$ cat src/design/itk_pkg.sv
// Package with register map, field layout and timing constants of the interval timekeeper.
package itk_pkg;

  // Register addresses on the special function register port.
  localparam logic [7:0] ADDR_INTERVAL_CONTROL = 8'hA1;
  localparam logic [7:0] ADDR_SUBSECOND_TIME   = 8'hA2;
  localparam logic [7:0] ADDR_SECOND_TIME      = 8'hA3;
  localparam logic [7:0] ADDR_MINUTE_TIME      = 8'hA4;
  localparam logic [7:0] ADDR_HOUR_TIME        = 8'hA5;
  localparam logic [7:0] ADDR_INTERVAL_TARGET  = 8'hA6;

  // Bit positions inside interval_control.
  localparam int BIT_UNUSED     = 7;
  localparam int BIT_HOUR_FMT   = 6;
  localparam int BIT_BASE_HI    = 5;
  localparam int BIT_BASE_LO    = 4;
  localparam int BIT_SINGLE     = 3;
  localparam int BIT_FLAG       = 2;
  localparam int BIT_INT_ENABLE = 1;
  localparam int BIT_TIME_EN    = 0;

  // Reset values.
  localparam logic [7:0] RST_CONTROL = 8'h00;
  localparam logic [7:0] RST_TIME    = 8'h00;
  localparam logic [7:0] RST_TARGET  = 8'h00;

  // Interval timebase encodings.
  localparam logic [1:0] BASE_SUBSEC = 2'b00;
  localparam logic [1:0] BASE_SEC    = 2'b01;
  localparam logic [1:0] BASE_MIN    = 2'b10;
  localparam logic [1:0] BASE_HOUR   = 2'b11;

  // Counter limits.
  localparam logic [7:0] LIM_SUBSEC  = 8'h7F;
  localparam logic [7:0] LIM_SEC_MIN = 8'h3B;
  localparam logic [7:0] LIM_HOUR24  = 8'h17;
  localparam logic [7:0] LIM_HOUR256 = 8'hFF;

  // Crystal rate and the subsecond tick rate give the prescaler length.
  localparam int         XTAL_HZ    = 32768;
  localparam int         SUBSEC_HZ  = 128;
  localparam logic [7:0] PRESC_LAST = 8'((XTAL_HZ / SUBSEC_HZ) - 1);

  // Steps a time count; carry is set when the count passes its limit and wraps.
  function automatic logic [8:0] itk_step(input logic [7:0] v, input logic [7:0] lim);
    logic [8:0] r;
    r = {1'b0, v + 8'h01};
    if (v >= lim)
    begin
      r = {1'b1, 8'h00};
    end
    return r;
  endfunction

endpackage

$ cat src/design/itk_tick_if.sv
// Interface carrying the subsecond tick and the run level between the two modules.
`timescale 1ns/100ps
`default_nettype none
interface itk_tick_if;
  logic tick;
  logic run;
  modport gen (output tick, input run);
  modport sink (input tick, output run);
endinterface
`default_nettype wire

$ cat src/design/itk_tick_gen.sv
// Crystal synchroniser and prescaler producing the 1/128 second tick.
`timescale 1ns/100ps
`default_nettype none
module itk_tick_gen
  import itk_pkg::*;
(
  input  wire logic clk_i,
  input  wire logic srst_i,
  input  wire logic xtal_i,
  itk_tick_if.gen   tif
);

  typedef struct packed {
    logic       xs1;
    logic       xs2;
    logic       xprev;
    logic [7:0] presc;
    logic       tick;
  } itk_gen_st_t;

  itk_gen_st_t s;
  itk_gen_st_t next_s;

  ////////////////////////////////////////////////////////////////////////////
  // The crystal pin passes two flops; only the second one feeds the edge detect.
  always_comb
  begin
    next_s       = s;
    next_s.xs1   = xtal_i;
    next_s.xs2   = s.xs1;
    next_s.xprev = s.xs2;
    next_s.tick  = 1'b0;
    // Prescaler is held at zero while stopped so a restart begins a full tick.
    if (!tif.run)
    begin
      next_s.presc = 8'h00;
    end
    else if (s.xs2 && !s.xprev)
    begin
      if (s.presc == PRESC_LAST)
      begin
        next_s.presc = 8'h00;
        next_s.tick  = 1'b1;
      end
      else
      begin
        next_s.presc = s.presc + 8'h01;
      end
    end
  end

  // State register.
  always_ff @(posedge clk_i)
  begin
    if (srst_i)
    begin
      s <= '0;
    end
    else
    begin
      s <= next_s;
    end
  end

  assign tif.tick = s.tick;

  ////////////////////////////////////////////////////////////////////////////
  // A tick only follows a synchronised rising crystal edge.
  property p_tick_edge;
    @(posedge clk_i) disable iff (srst_i)
    s.tick |-> $past(s.xs2) && !$past(s.xprev);
  endproperty
  a_tick_edge: assert property (p_tick_edge) else $error("tick without crystal edge");

  // No tick while timekeeping is stopped.
  property p_no_tick_stopped;
    @(posedge clk_i) disable iff (srst_i)
    !tif.run |=> !s.tick;
  endproperty
  a_no_tick_stopped: assert property (p_no_tick_stopped) else $error("tick while stopped");

endmodule
`default_nettype wire

$ cat src/design/itk_top.sv
// Interval timekeeper: time registers, interval counter and register port.
`timescale 1ns/100ps
`default_nettype none
module itk_top
  import itk_pkg::*;
(
  input  wire logic       clk_i,
  input  wire logic       srst_i,
  input  wire logic       xtal_i,
  input  wire logic [7:0] sfr_addr_i,
  input  wire logic       sfr_wr_i,
  input  wire logic       sfr_rd_i,
  input  wire logic [7:0] sfr_wdata_i,
  input  wire logic       int_en_i,
  output logic      [7:0] sfr_rdata_o,
  output logic            irq_o
);

  typedef struct packed {
    logic       hour_format_select;
    logic [1:0] interval_base_select;
    logic       single_shot;
    logic       interval_flag;
    logic       interval_enable;
    logic       timekeeping_enable;
    logic [7:0] sub;
    logic [7:0] sec;
    logic [7:0] min;
    logic [7:0] hour;
    logic [7:0] sh_sub;
    logic [7:0] sh_sec;
    logic [7:0] sh_min;
    logic [7:0] sh_hour;
    logic [7:0] target;
    logic [7:0] icnt;
    logic [7:0] rdata;
  } itk_st_t;

  itk_st_t    s;
  itk_st_t    next_s;
  itk_tick_if tif ();

  logic       tick;
  logic [8:0] st_sub;
  logic [8:0] st_sec;
  logic [8:0] st_min;
  logic [8:0] st_hour;
  logic       c_sub;
  logic       c_sec;
  logic       c_min;
  logic       advance;
  logic       match;
  logic       wr_ctl;
  logic       wr_time;

  ////////////////////////////////////////////////////////////////////////////
  // The crystal tick comes from the prescaler module in the same clock domain.
  itk_tick_gen u_tick
  (
    .clk_i  (clk_i),
    .srst_i (srst_i),
    .xtal_i (xtal_i),
    .tif    (tif.gen)
  );

  assign tif.run = s.timekeeping_enable;
  assign tick    = tif.tick;

  ////////////////////////////////////////////////////////////////////////////
  // Time chain steps; carries ripple only on a tick while timekeeping runs.
  always_comb
  begin
    st_sub  = itk_step(s.sub, LIM_SUBSEC);
    st_sec  = itk_step(s.sec, LIM_SEC_MIN);
    st_min  = itk_step(s.min, LIM_SEC_MIN);
    st_hour = itk_step(s.hour, s.hour_format_select ? LIM_HOUR24 : LIM_HOUR256);
    c_sub   = tick && s.timekeeping_enable && st_sub[8];
    c_sec   = c_sub && st_sec[8];
    c_min   = c_sec && st_min[8];
  end

  // The interval counter steps whenever the selected time register steps while interval_enable is set.
  always_comb
  begin
    case (s.interval_base_select)
      BASE_SUBSEC: advance = tick && s.timekeeping_enable;
      BASE_SEC:    advance = c_sub;
      BASE_MIN:    advance = c_sec;
      BASE_HOUR:   advance = c_min;
      default:     advance = 1'b0;
    endcase
    advance = advance && s.interval_enable;
    match   = advance && ((s.icnt + 8'h01) == s.target);
  end

  assign wr_ctl  = sfr_wr_i && (sfr_addr_i == ADDR_INTERVAL_CONTROL);
  assign wr_time = sfr_wr_i && !s.timekeeping_enable;

  ////////////////////////////////////////////////////////////////////////////
  // Next state. Software writes land first; hardware events then override them,
  // so a flag set in the same cycle as a clearing write is kept.
  always_comb
  begin
    next_s = s;

    // Control register; bit 7 has no storage and is dropped.
    if (wr_ctl)
    begin
      next_s.hour_format_select   = sfr_wdata_i[BIT_HOUR_FMT];
      next_s.interval_base_select = sfr_wdata_i[BIT_BASE_HI:BIT_BASE_LO];
      next_s.single_shot          = sfr_wdata_i[BIT_SINGLE];
      next_s.interval_flag        = sfr_wdata_i[BIT_FLAG];
      next_s.interval_enable      = sfr_wdata_i[BIT_INT_ENABLE];
      next_s.timekeeping_enable   = sfr_wdata_i[BIT_TIME_EN];
    end
    if (sfr_wr_i && (sfr_addr_i == ADDR_INTERVAL_TARGET))
    begin
      next_s.target = sfr_wdata_i;
    end

    // Time registers are loaded only while stopped; a write while running is dropped.
    if (wr_time)
    begin
      case (sfr_addr_i)
        ADDR_SUBSECOND_TIME: next_s.sh_sub  = sfr_wdata_i;
        ADDR_SECOND_TIME:    next_s.sh_sec  = sfr_wdata_i;
        ADDR_MINUTE_TIME:    next_s.sh_min  = sfr_wdata_i;
        ADDR_HOUR_TIME:      next_s.sh_hour = sfr_wdata_i;
        default:             next_s.sh_sub  = next_s.sh_sub;
      endcase
    end

    if (!s.timekeeping_enable)
    begin
      // Stopped: live time follows the written values and the interval restarts.
      next_s.sub  = next_s.sh_sub;
      next_s.sec  = next_s.sh_sec;
      next_s.min  = next_s.sh_min;
      next_s.hour = next_s.sh_hour;
      next_s.icnt = 8'h00;
    end
    else if (tick)
    begin
      next_s.sub = st_sub[7:0];
      if (c_sub)
      begin
        next_s.sec = st_sec[7:0];
      end
      if (c_sec)
      begin
        next_s.min = st_min[7:0];
      end
      if (c_min)
      begin
        next_s.hour = st_hour[7:0];
      end
    end

    // Interval counter and timeout.
    if (s.timekeeping_enable && advance)
    begin
      if (match)
      begin
        next_s.icnt          = 8'h00;
        next_s.interval_flag = 1'b1;
        if (s.single_shot)
        begin
          next_s.interval_enable = 1'b0;
        end
      end
      else
      begin
        next_s.icnt = s.icnt + 8'h01;
      end
    end

    // Read data is captured on the read strobe; unmapped addresses read zero.
    if (sfr_rd_i)
    begin
      case (sfr_addr_i)
        ADDR_INTERVAL_CONTROL: next_s.rdata = {1'b0, s.hour_format_select,
                                               s.interval_base_select, s.single_shot,
                                               s.interval_flag, s.interval_enable,
                                               s.timekeeping_enable};
        ADDR_SUBSECOND_TIME:   next_s.rdata = s.sub;
        ADDR_SECOND_TIME:      next_s.rdata = s.sec;
        ADDR_MINUTE_TIME:      next_s.rdata = s.min;
        ADDR_HOUR_TIME:        next_s.rdata = s.hour;
        ADDR_INTERVAL_TARGET:  next_s.rdata = s.target;
        default:               next_s.rdata = 8'h00;
      endcase
    end
  end

  // State register; every field resets to zero.
  always_ff @(posedge clk_i)
  begin
    if (srst_i)
    begin
      s <= '0;
    end
    else
    begin
      s <= next_s;
    end
  end

  assign sfr_rdata_o = s.rdata;
  // The core's enable for this source gates the sticky flag.
  assign irq_o       = s.interval_flag && int_en_i;

  ////////////////////////////////////////////////////////////////////////////
  // Control bit 7 always reads back as zero.
  property p_bit7_zero;
    @(posedge clk_i) disable iff (srst_i)
    sfr_rd_i && (sfr_addr_i == ADDR_INTERVAL_CONTROL) |=> !sfr_rdata_o[BIT_UNUSED];
  endproperty
  a_bit7_zero: assert property (p_bit7_zero) else $error("control bit 7 reads one");

  // In 24 hour format hour 23 wraps to zero on an hour carry.
  property p_hour24_wrap;
    @(posedge clk_i) disable iff (srst_i)
    c_min && s.hour_format_select && (s.hour == LIM_HOUR24) |=> (s.hour == 8'h00);
  endproperty
  a_hour24_wrap: assert property (p_hour24_wrap) else $error("hour did not wrap at 23");

  // With seconds selected, the interval count holds between subsecond rollovers.
  property p_base_sec;
    @(posedge clk_i) disable iff (srst_i)
    s.timekeeping_enable && (s.interval_base_select == BASE_SEC) && !c_sub
      |=> $stable(s.icnt);
  endproperty
  a_base_sec: assert property (p_base_sec) else $error("interval moved off base");

  // A single-shot timeout clears the enable and sets the flag.
  property p_single_shot;
    @(posedge clk_i) disable iff (srst_i)
    match && s.single_shot |=> !s.interval_enable && s.interval_flag;
  endproperty
  a_single_shot: assert property (p_single_shot) else $error("single shot kept running");

  // A timeout zeroes the interval counter; auto reload keeps it enabled.
  property p_reload;
    @(posedge clk_i) disable iff (srst_i)
    match && !s.single_shot && !wr_ctl |=> (s.icnt == 8'h00) && s.interval_enable;
  endproperty
  a_reload: assert property (p_reload) else $error("interval did not reload");

  // A timeout sets the flag, which shows on the interrupt output only when enabled.
  property p_irq;
    @(posedge clk_i) disable iff (srst_i)
    match |=> (irq_o == int_en_i);
  endproperty
  a_irq: assert property (p_irq) else $error("flag did not raise interrupt");

  // The interval counter is frozen while timekeeping runs with interval counting disabled.
  property p_gate;
    @(posedge clk_i) disable iff (srst_i)
    s.timekeeping_enable && !s.interval_enable |=> $stable(s.icnt);
  endproperty
  a_gate: assert property (p_gate) else $error("interval counted while disabled");

  // One cycle after stopping, live time equals the written values.
  property p_restore;
    @(posedge clk_i) disable iff (srst_i)
    !s.timekeeping_enable ##1 !s.timekeeping_enable
      |-> (s.sub == s.sh_sub) && (s.sec == s.sh_sec) && (s.min == s.sh_min)
          && (s.hour == s.sh_hour);
  endproperty
  a_restore: assert property (p_restore) else $error("time not restored");

  // Subsecond rolls 127 to 0 and advances seconds.
  property p_sub_wrap;
    @(posedge clk_i) disable iff (srst_i)
    tick && s.timekeeping_enable && (s.sub == LIM_SUBSEC)
      |=> (s.sub == 8'h00) && (s.sec != $past(s.sec));
  endproperty
  a_sub_wrap: assert property (p_sub_wrap) else $error("subsecond wrap wrong");

  // Target clears on reset.
  property p_target_rst;
    @(posedge clk_i)
    srst_i |=> (s.target == RST_TARGET);
  endproperty
  a_target_rst: assert property (p_target_rst) else $error("target not reset");

endmodule
`default_nettype wire

$ cat config.mk
export PLATFORM = sky130hd
export DESIGN_NAME = itk_top
export DESIGN_NICKNAME = d
export VERILOG_FILES = /design/src/design/itk_pkg.sv /design/src/design/itk_tick_if.sv /design/src/design/itk_tick_gen.sv /design/src/design/itk_top.sv
export SDC_FILE = /design/constraint.sdc
export NUM_CORES = 1
export LEC_CHECK = 0
export BUFFER_PORTS_ARGS = -buffer_cell sky130_fd_sc_hd__buf_2
export CORE_MARGIN = 2
export CORE_UTILIZATION = 55
export DETAILED_ROUTE_END_ITERATION = 6
export PLACE_DENSITY = 0.73
export SLEW_MARGIN = 25
export SYNTH_ARGS = -nofsm -noshare
export SYNTH_HDL_FRONTEND = slang
export SYNTH_SLANG_ARGS = --single-unit
$ cat constraint.sdc
create_clock -name clk_i -period 2.58 [get_ports clk_i]
set_input_delay 0.129 -clock clk_i [delete_from_list [all_inputs] [get_ports clk_i]]
set_output_delay 0.129 -clock clk_i [all_outputs]
set_load 0.01 [all_outputs]
# After elaboration in Yosys (flattened, before gate mapping)
# Index checks and enable logic that the tools add are counted.
[totals] ff_bits=107 input_bits=22 out_inout_bits=9
[classes] n_addsub=6 magnitude_cmp=4 eq_ne=16 n_mux=26 bitwise=2 n_reduce_logical=20
[ops] cell="$mux 8" n=13
[ops] cell="$mux 32" n=3
[ops] cell="$eq 8x8->1 const B" n=7
[ops] cell="$add 8x1->8 const B" n=6
[ops] cell="$pmux 8 s6" n=1
[ops] cell="$mux 9" n=3
[ops] cell="$ge 8x6->1 const B" n=2
[ops] cell="$logic_and 1x1->1" n=12
[ops] cell="$ne 2x1->1 const B" n=5
[ops] cell="$eq 8x8->1" n=1
[ops] cell="$ge 8x7->1 const B" n=1
[ops] cell="$ge 8x8->1" n=1
[ops] cell="$reduce_and 2->1" n=3
[ops] cell="$eq 2x2->1 const B" n=2
[ops] cell="$mux 2" n=2
[ops] cell="$pmux 1 s4" n=1
[ops] cell="$mux 3" n=1
[ops] cell="$reduce_or 3->1" n=1
[ops] cell="$eq 2x1->1 const B" n=1
[ops] cell="$logic_not 1->1" n=2
[ops] cell="$logic_not 2->1" n=1
[ops] cell="$mux 1" n=2
[ops] cell="$not 1->1" n=2
[ops] cell="$reduce_or 2->1" n=1

# Depth between registers and ports, before layout
[logic_depth] word_depth=10 depth_mapped=9 ltp_nobuf=8

# Modules after synthesis
# From an unflattened synthesis, not the netlist that was laid out.
[unflattened] hier_cells=639 hier_area_um2=5631.7
[modules_own_cells] module="itk_top" n_inst=1 cells_per_inst=587 area_each_um2=5137.4
[modules_own_cells] module="itk_tick_gen" n_inst=1 cells_per_inst=52 area_each_um2=494.2

# Worst setup path after synthesis
# No wires, ideal clock.
[synth_timing] kind="flip-flop to flip-flop" startpoint="reg s[80] (netlist name)" endpoint="reg s[57] (netlist name)" setup_ps=128 arrival_ps=1876 t_required_ps=2452 slack_ps=577 stages_incl_launch_ff=9 path_buffers=0 synth_period_minus_slack_ps=2003 cell_sequence="dfxtp_1 > ha_1 > and3_1 > a41oi_2 > nand2b_2 > o21ai_2 > nand2_2 > a222oi_1 > nor2_1"
[synth_between] elab_chain_cells=7
[synth_rtl] element="from (decl)" line_no="itk_top.sv:39" source="itk_st_t s;"
[synth_rtl] element="from (signal assigned)" line_no="itk_top.sv:204" source="s <= next_s;"
[synth_rtl] element="$ge 8x7->1" line_no="itk_pkg.sv:48" source="if (v >= lim)"
[synth_rtl] element="$mux 9" line_no="itk_pkg.sv:48"
[synth_rtl] element="$logic_and 1x1->1" line_no="itk_top.sv:77" source="c_sub = tick && s.timekeeping_enable && st_sub[8];"
[synth_rtl] element="$logic_and 1x1->1" line_no="itk_top.sv:78" source="c_sec = c_sub && st_sec[8];"
[synth_rtl] element="$logic_and 1x1->1" line_no="itk_top.sv:79" source="c_min = c_sec && st_min[8];"
[synth_rtl] element="$ne 2x1->1 (no line)"
[synth_rtl] element="$reduce_and 2->1 (no line)"
# Every way passes these cells.
# A chain may end at the register's enable or synchronous reset.

# Final worst setup path
[layout_timing] startpoint="reg s[80] (netlist name)" endpoint="reg s[61] (netlist name)"
# The elaborated chain is that of the path after synthesis.

==> qor.yml <==
outcome: "completed"
grt_pass1_vias: 4447
viasPerCell: 6.005
die_w_um: 103.2
design_area_um2: 5878
yosysWarnings: 0
max-vdd-ir-drop_mv: 0.3790
wl_per_cell_um: 17.57
drv_cap: 0
worst_pin_slew_ns: 0.8123
dieArea_um2: 10650
leakagePower_uw: 0.002317
fin_setup_tns_ns: 0
syn-cell-area_um2: 5411
antenna_found_initial: 0
critPathBufInv: 1
slowest_delay_ns: 0.47
whs_path_depth: 3
drive_above_1_share_pct: 14.71
drv_slew: 0
layout_min_cycle_time_ns: 2.383
pwr-share-comb_pct: 4.4
vias: 4636
areaGrowthSynthToFinish_pct: 8.624
synth.distinct_cells: 67
fin_skew_ns: 0.006987
num_rows: 36
cts.clk_slew.worst_paths_ns: 0.09
reg2reg_setup_slack_ns: 0.20
clock.fmax_mhz: 419.6
clock-root-buffer: "clkbuf_8"
slew_headroom_pct: 45.35
fillerInstances: 879
diodes: 0
hpwl_um: 9634
synth_ff_type: "dfxtp_1"
seq_power_share_pct: 57.2
ios: 31
slowest_stage: "nor4_1"
syn_area_per_cell_um2: 8.714
holdPathEnd: "s[17]"
hold_viol: 0
drt_iter0_markers: 284
hp-class: "input pin to register"
drtAntennaViolNets: 0
synthCells: 621
rsz0062_at_grt: "true"
p_per_area_nw_per_um2: 495.0
cts_buffers: 9
grt_pass1_wl_um: 22450
cts_max_level: 3
crit_type: "register to register"
setup_viol: 0
power_frac_clock_pct: 38.4
die_y_um: 103.2
post-route-period-util_pct: 92.37
core_area_um2: 9639
drc: 0
cts_tree: "built"
ys_ff_latch: 107
start_kind: "register"
rr_startpoint: "s[80]"
clock_latency_ns: 0.38
critical_path_required_ns: 2.89
seq_area_frac_synth_pct: 39.58
asyncSetResetFlopFracSynth_pct: 0
cp_cell_sequence: "ha_1 -> and3_1 -> a41oi_2 -> nor4_1 -> and2_1 -> buf_4 -> nand3b_1 -> a31oi_1"
gr-total-overflow: 0
p_int_uw: 2265
port_buffers: 30
ctsLongestPathBuffers: 2
wl_um: 13560
track_usage_pct: 27.56
grt_max_degree: 65
timing.rr.end: "s[61]"
cts_sinks: 107
p_switching_uw: 644.7
dpl-instance-area_um2: 5638
cp_data_arrival_time_ns: 2.69
switching_share_pct: 22.16
gp_congestion: 0.9012
syn_nets: 653
path_delay_family: "simple AND/OR/NAND/NOR gates"
start_util_pct: 56.14
post-route-util_pct: 60.98
firstDrtPassIters: 5
worst-path-max-fanout: 9
endpoint_kind: "register"
synth_edf_count: 0
reg2regPathDepth: 8
hp-start: "sfr_wdata_i[1]"
num-nets-final: 668
[cells in the final DEF (no fill, tap or decap), types with 10 or more instances in the layout]
master / synthesis / layout
dfxtp_1: 107 / 107
nor2_1: 96 / 96
mux2i_1: 42 / 42
nand2_1: 41 / 41
a21oi_1: 34 / 34
nand3_1: 33 / 33
buf_2: 10 / 30
o21ai_0: 22 / 22
buf_4: 11 / 17
a31oi_1: 15 / 15
mux2_2: 14 / 14
and3_1: 10 / 10
ha_1: 10 / 10
clkbuf_8: 0 / 10
[worst register-to-register path, cell delays in order (launching register included)]
cell      delay [ns]
dfxtp_1         0.43
ha_1            0.21
and3_1          0.24
a41oi_2         0.24
nor4_1          0.47
and2_1          0.28
buf_4           0.19
nand3b_1        0.08
a31oi_1         0.17
[flip-flops by register name, indices dropped and copies added, names as in the netlist]
| signal | flops |
|---|---|
| s | 86 |
| sfr_rdata_o | 8 |
| tif.run | 1 |
| u_tick.next_s | 2 |
| u_tick.s | 9 |
| u_tick.tif.tick | 1 |
[cell families after synthesis]
logic type,Yosys count,synth area share [%]
simple gates,236,21.06
xor+xnor,18,2.913
compound gates,140,18.36
flops,107,39.58
buf+inv,53,4.809
fa+ha+maj,10,2.312
mux,57,10.96
[cell type report]
class | count | area [um2] | share of cell area [%]
clock inverter | 4 | 76.32 | 1.298
multi-input combinational | 461 | 3018 | 51.34
inverter | 8 | 30.03 | 0.5109
tap | 133 | 166.4 | 2.831
clock buffer | 10 | 137.6 | 2.341
timing repair buffer | 49 | 307.8 | 5.236
sequential | 107 | 2142 | 36.44
[cells in the mapped netlist, drive strengths merged, types with 3 or more instances]
cell | instances | area (um2)
xnor2 | 9 | 78.83
a31oi | 15 | 93.84
mux2i | 42 | 420.4
nor4 | 4 | 25.02
o2bb2ai | 7 | 61.31
nor2 | 96 | 360.4
nand3b | 6 | 45.04
a211oi | 4 | 30.03
clkbuf | 20 | 75.07
a22oi | 8 | 60.06
o21ai | 25 | 128.9
buf | 25 | 155.1
o221a | 4 | 45.04
nand3 | 34 | 175.2
o211ai | 4 | 35.03
a311oi | 4 | 52.56
nor2b | 9 | 56.30
nand2b | 5 | 33.78
a21oi | 34 | 170.2
dfxtp | 107 | 2142
ha | 10 | 125.1
a22o | 3 | 26.28
nand2 | 42 | 160.2
and2 | 7 | 43.79
inv | 8 | 30.03
a32oi | 9 | 78.83
o22ai | 4 | 25.02
xor2 | 9 | 78.83
nor3 | 8 | 45.04
and3 | 11 | 70.07
a221oi | 5 | 50.04
mux2 | 15 | 172.7
[metal layers]
metal  up-vias  GRT usage, %  routed length, um
met3        21         6.048                783
met5         -             0                  0
met1      2218         37.26               6251
li1       2263             -                  -
met4         0         7.287                222
met2       134         44.91               6306
[through the flow]
| stage | setup slack (ns) | power [uW] | instances | hold slack [ns] |
|---|---|---|---|---|
| CTS | 0.1628 | 2937 | 771 | 0.08807 |
| finish | 0.1970 | 2910 | 772 | 0.1097 |
| floorplan | 0.5766 | 1775 | 621 | 0.2572 |
| detailed placement | 0.1770 | 1829 | 756 | 0.3467 |
| global placement | 0.2751 | 1827 | 756 | 0.3540 |
| global route | -0.01713 | 3018 | 772 | 0.09789 |
[worst max path at each step]
stage / slack, ns / cells past startpoint / endpoint / start
after floorplan: 0.58 / 8 / s[57] / s[80]
after global placement: 0.28 / 8 / s[13] / s[80]
after detailed placement: 0.18 / 8 / s[13] / s[80]
after CTS: 0.16 / 8 / s[13] / s[80]
after global routing: -0.02 / 8 / s[59] / s[80]
final: 0.20 / 8 / s[61] / s[80]
[power groups by stage]
stage / Clock, uW / Combinational (uW) / Sequential, uW
finish: 1120 / 128 / 1660
global route: 1210 / 139 / 1670
CTS: 1140 / 127 / 1660
detailed placement: 0 / 126 / 1700
global placement: 0 / 125 / 1700
floorplan: 0 / 73.0 / 1700
[what timing repair did]
item / CTS / global route
setup buffers: 0 / 1
endpoints found under the setup margin: 0 / 9
hold buffers: 1 / 0
resized for setup: 0 / 1
hold endpoints to repair: 1 / 0
(Power assumes the default switching activity.)
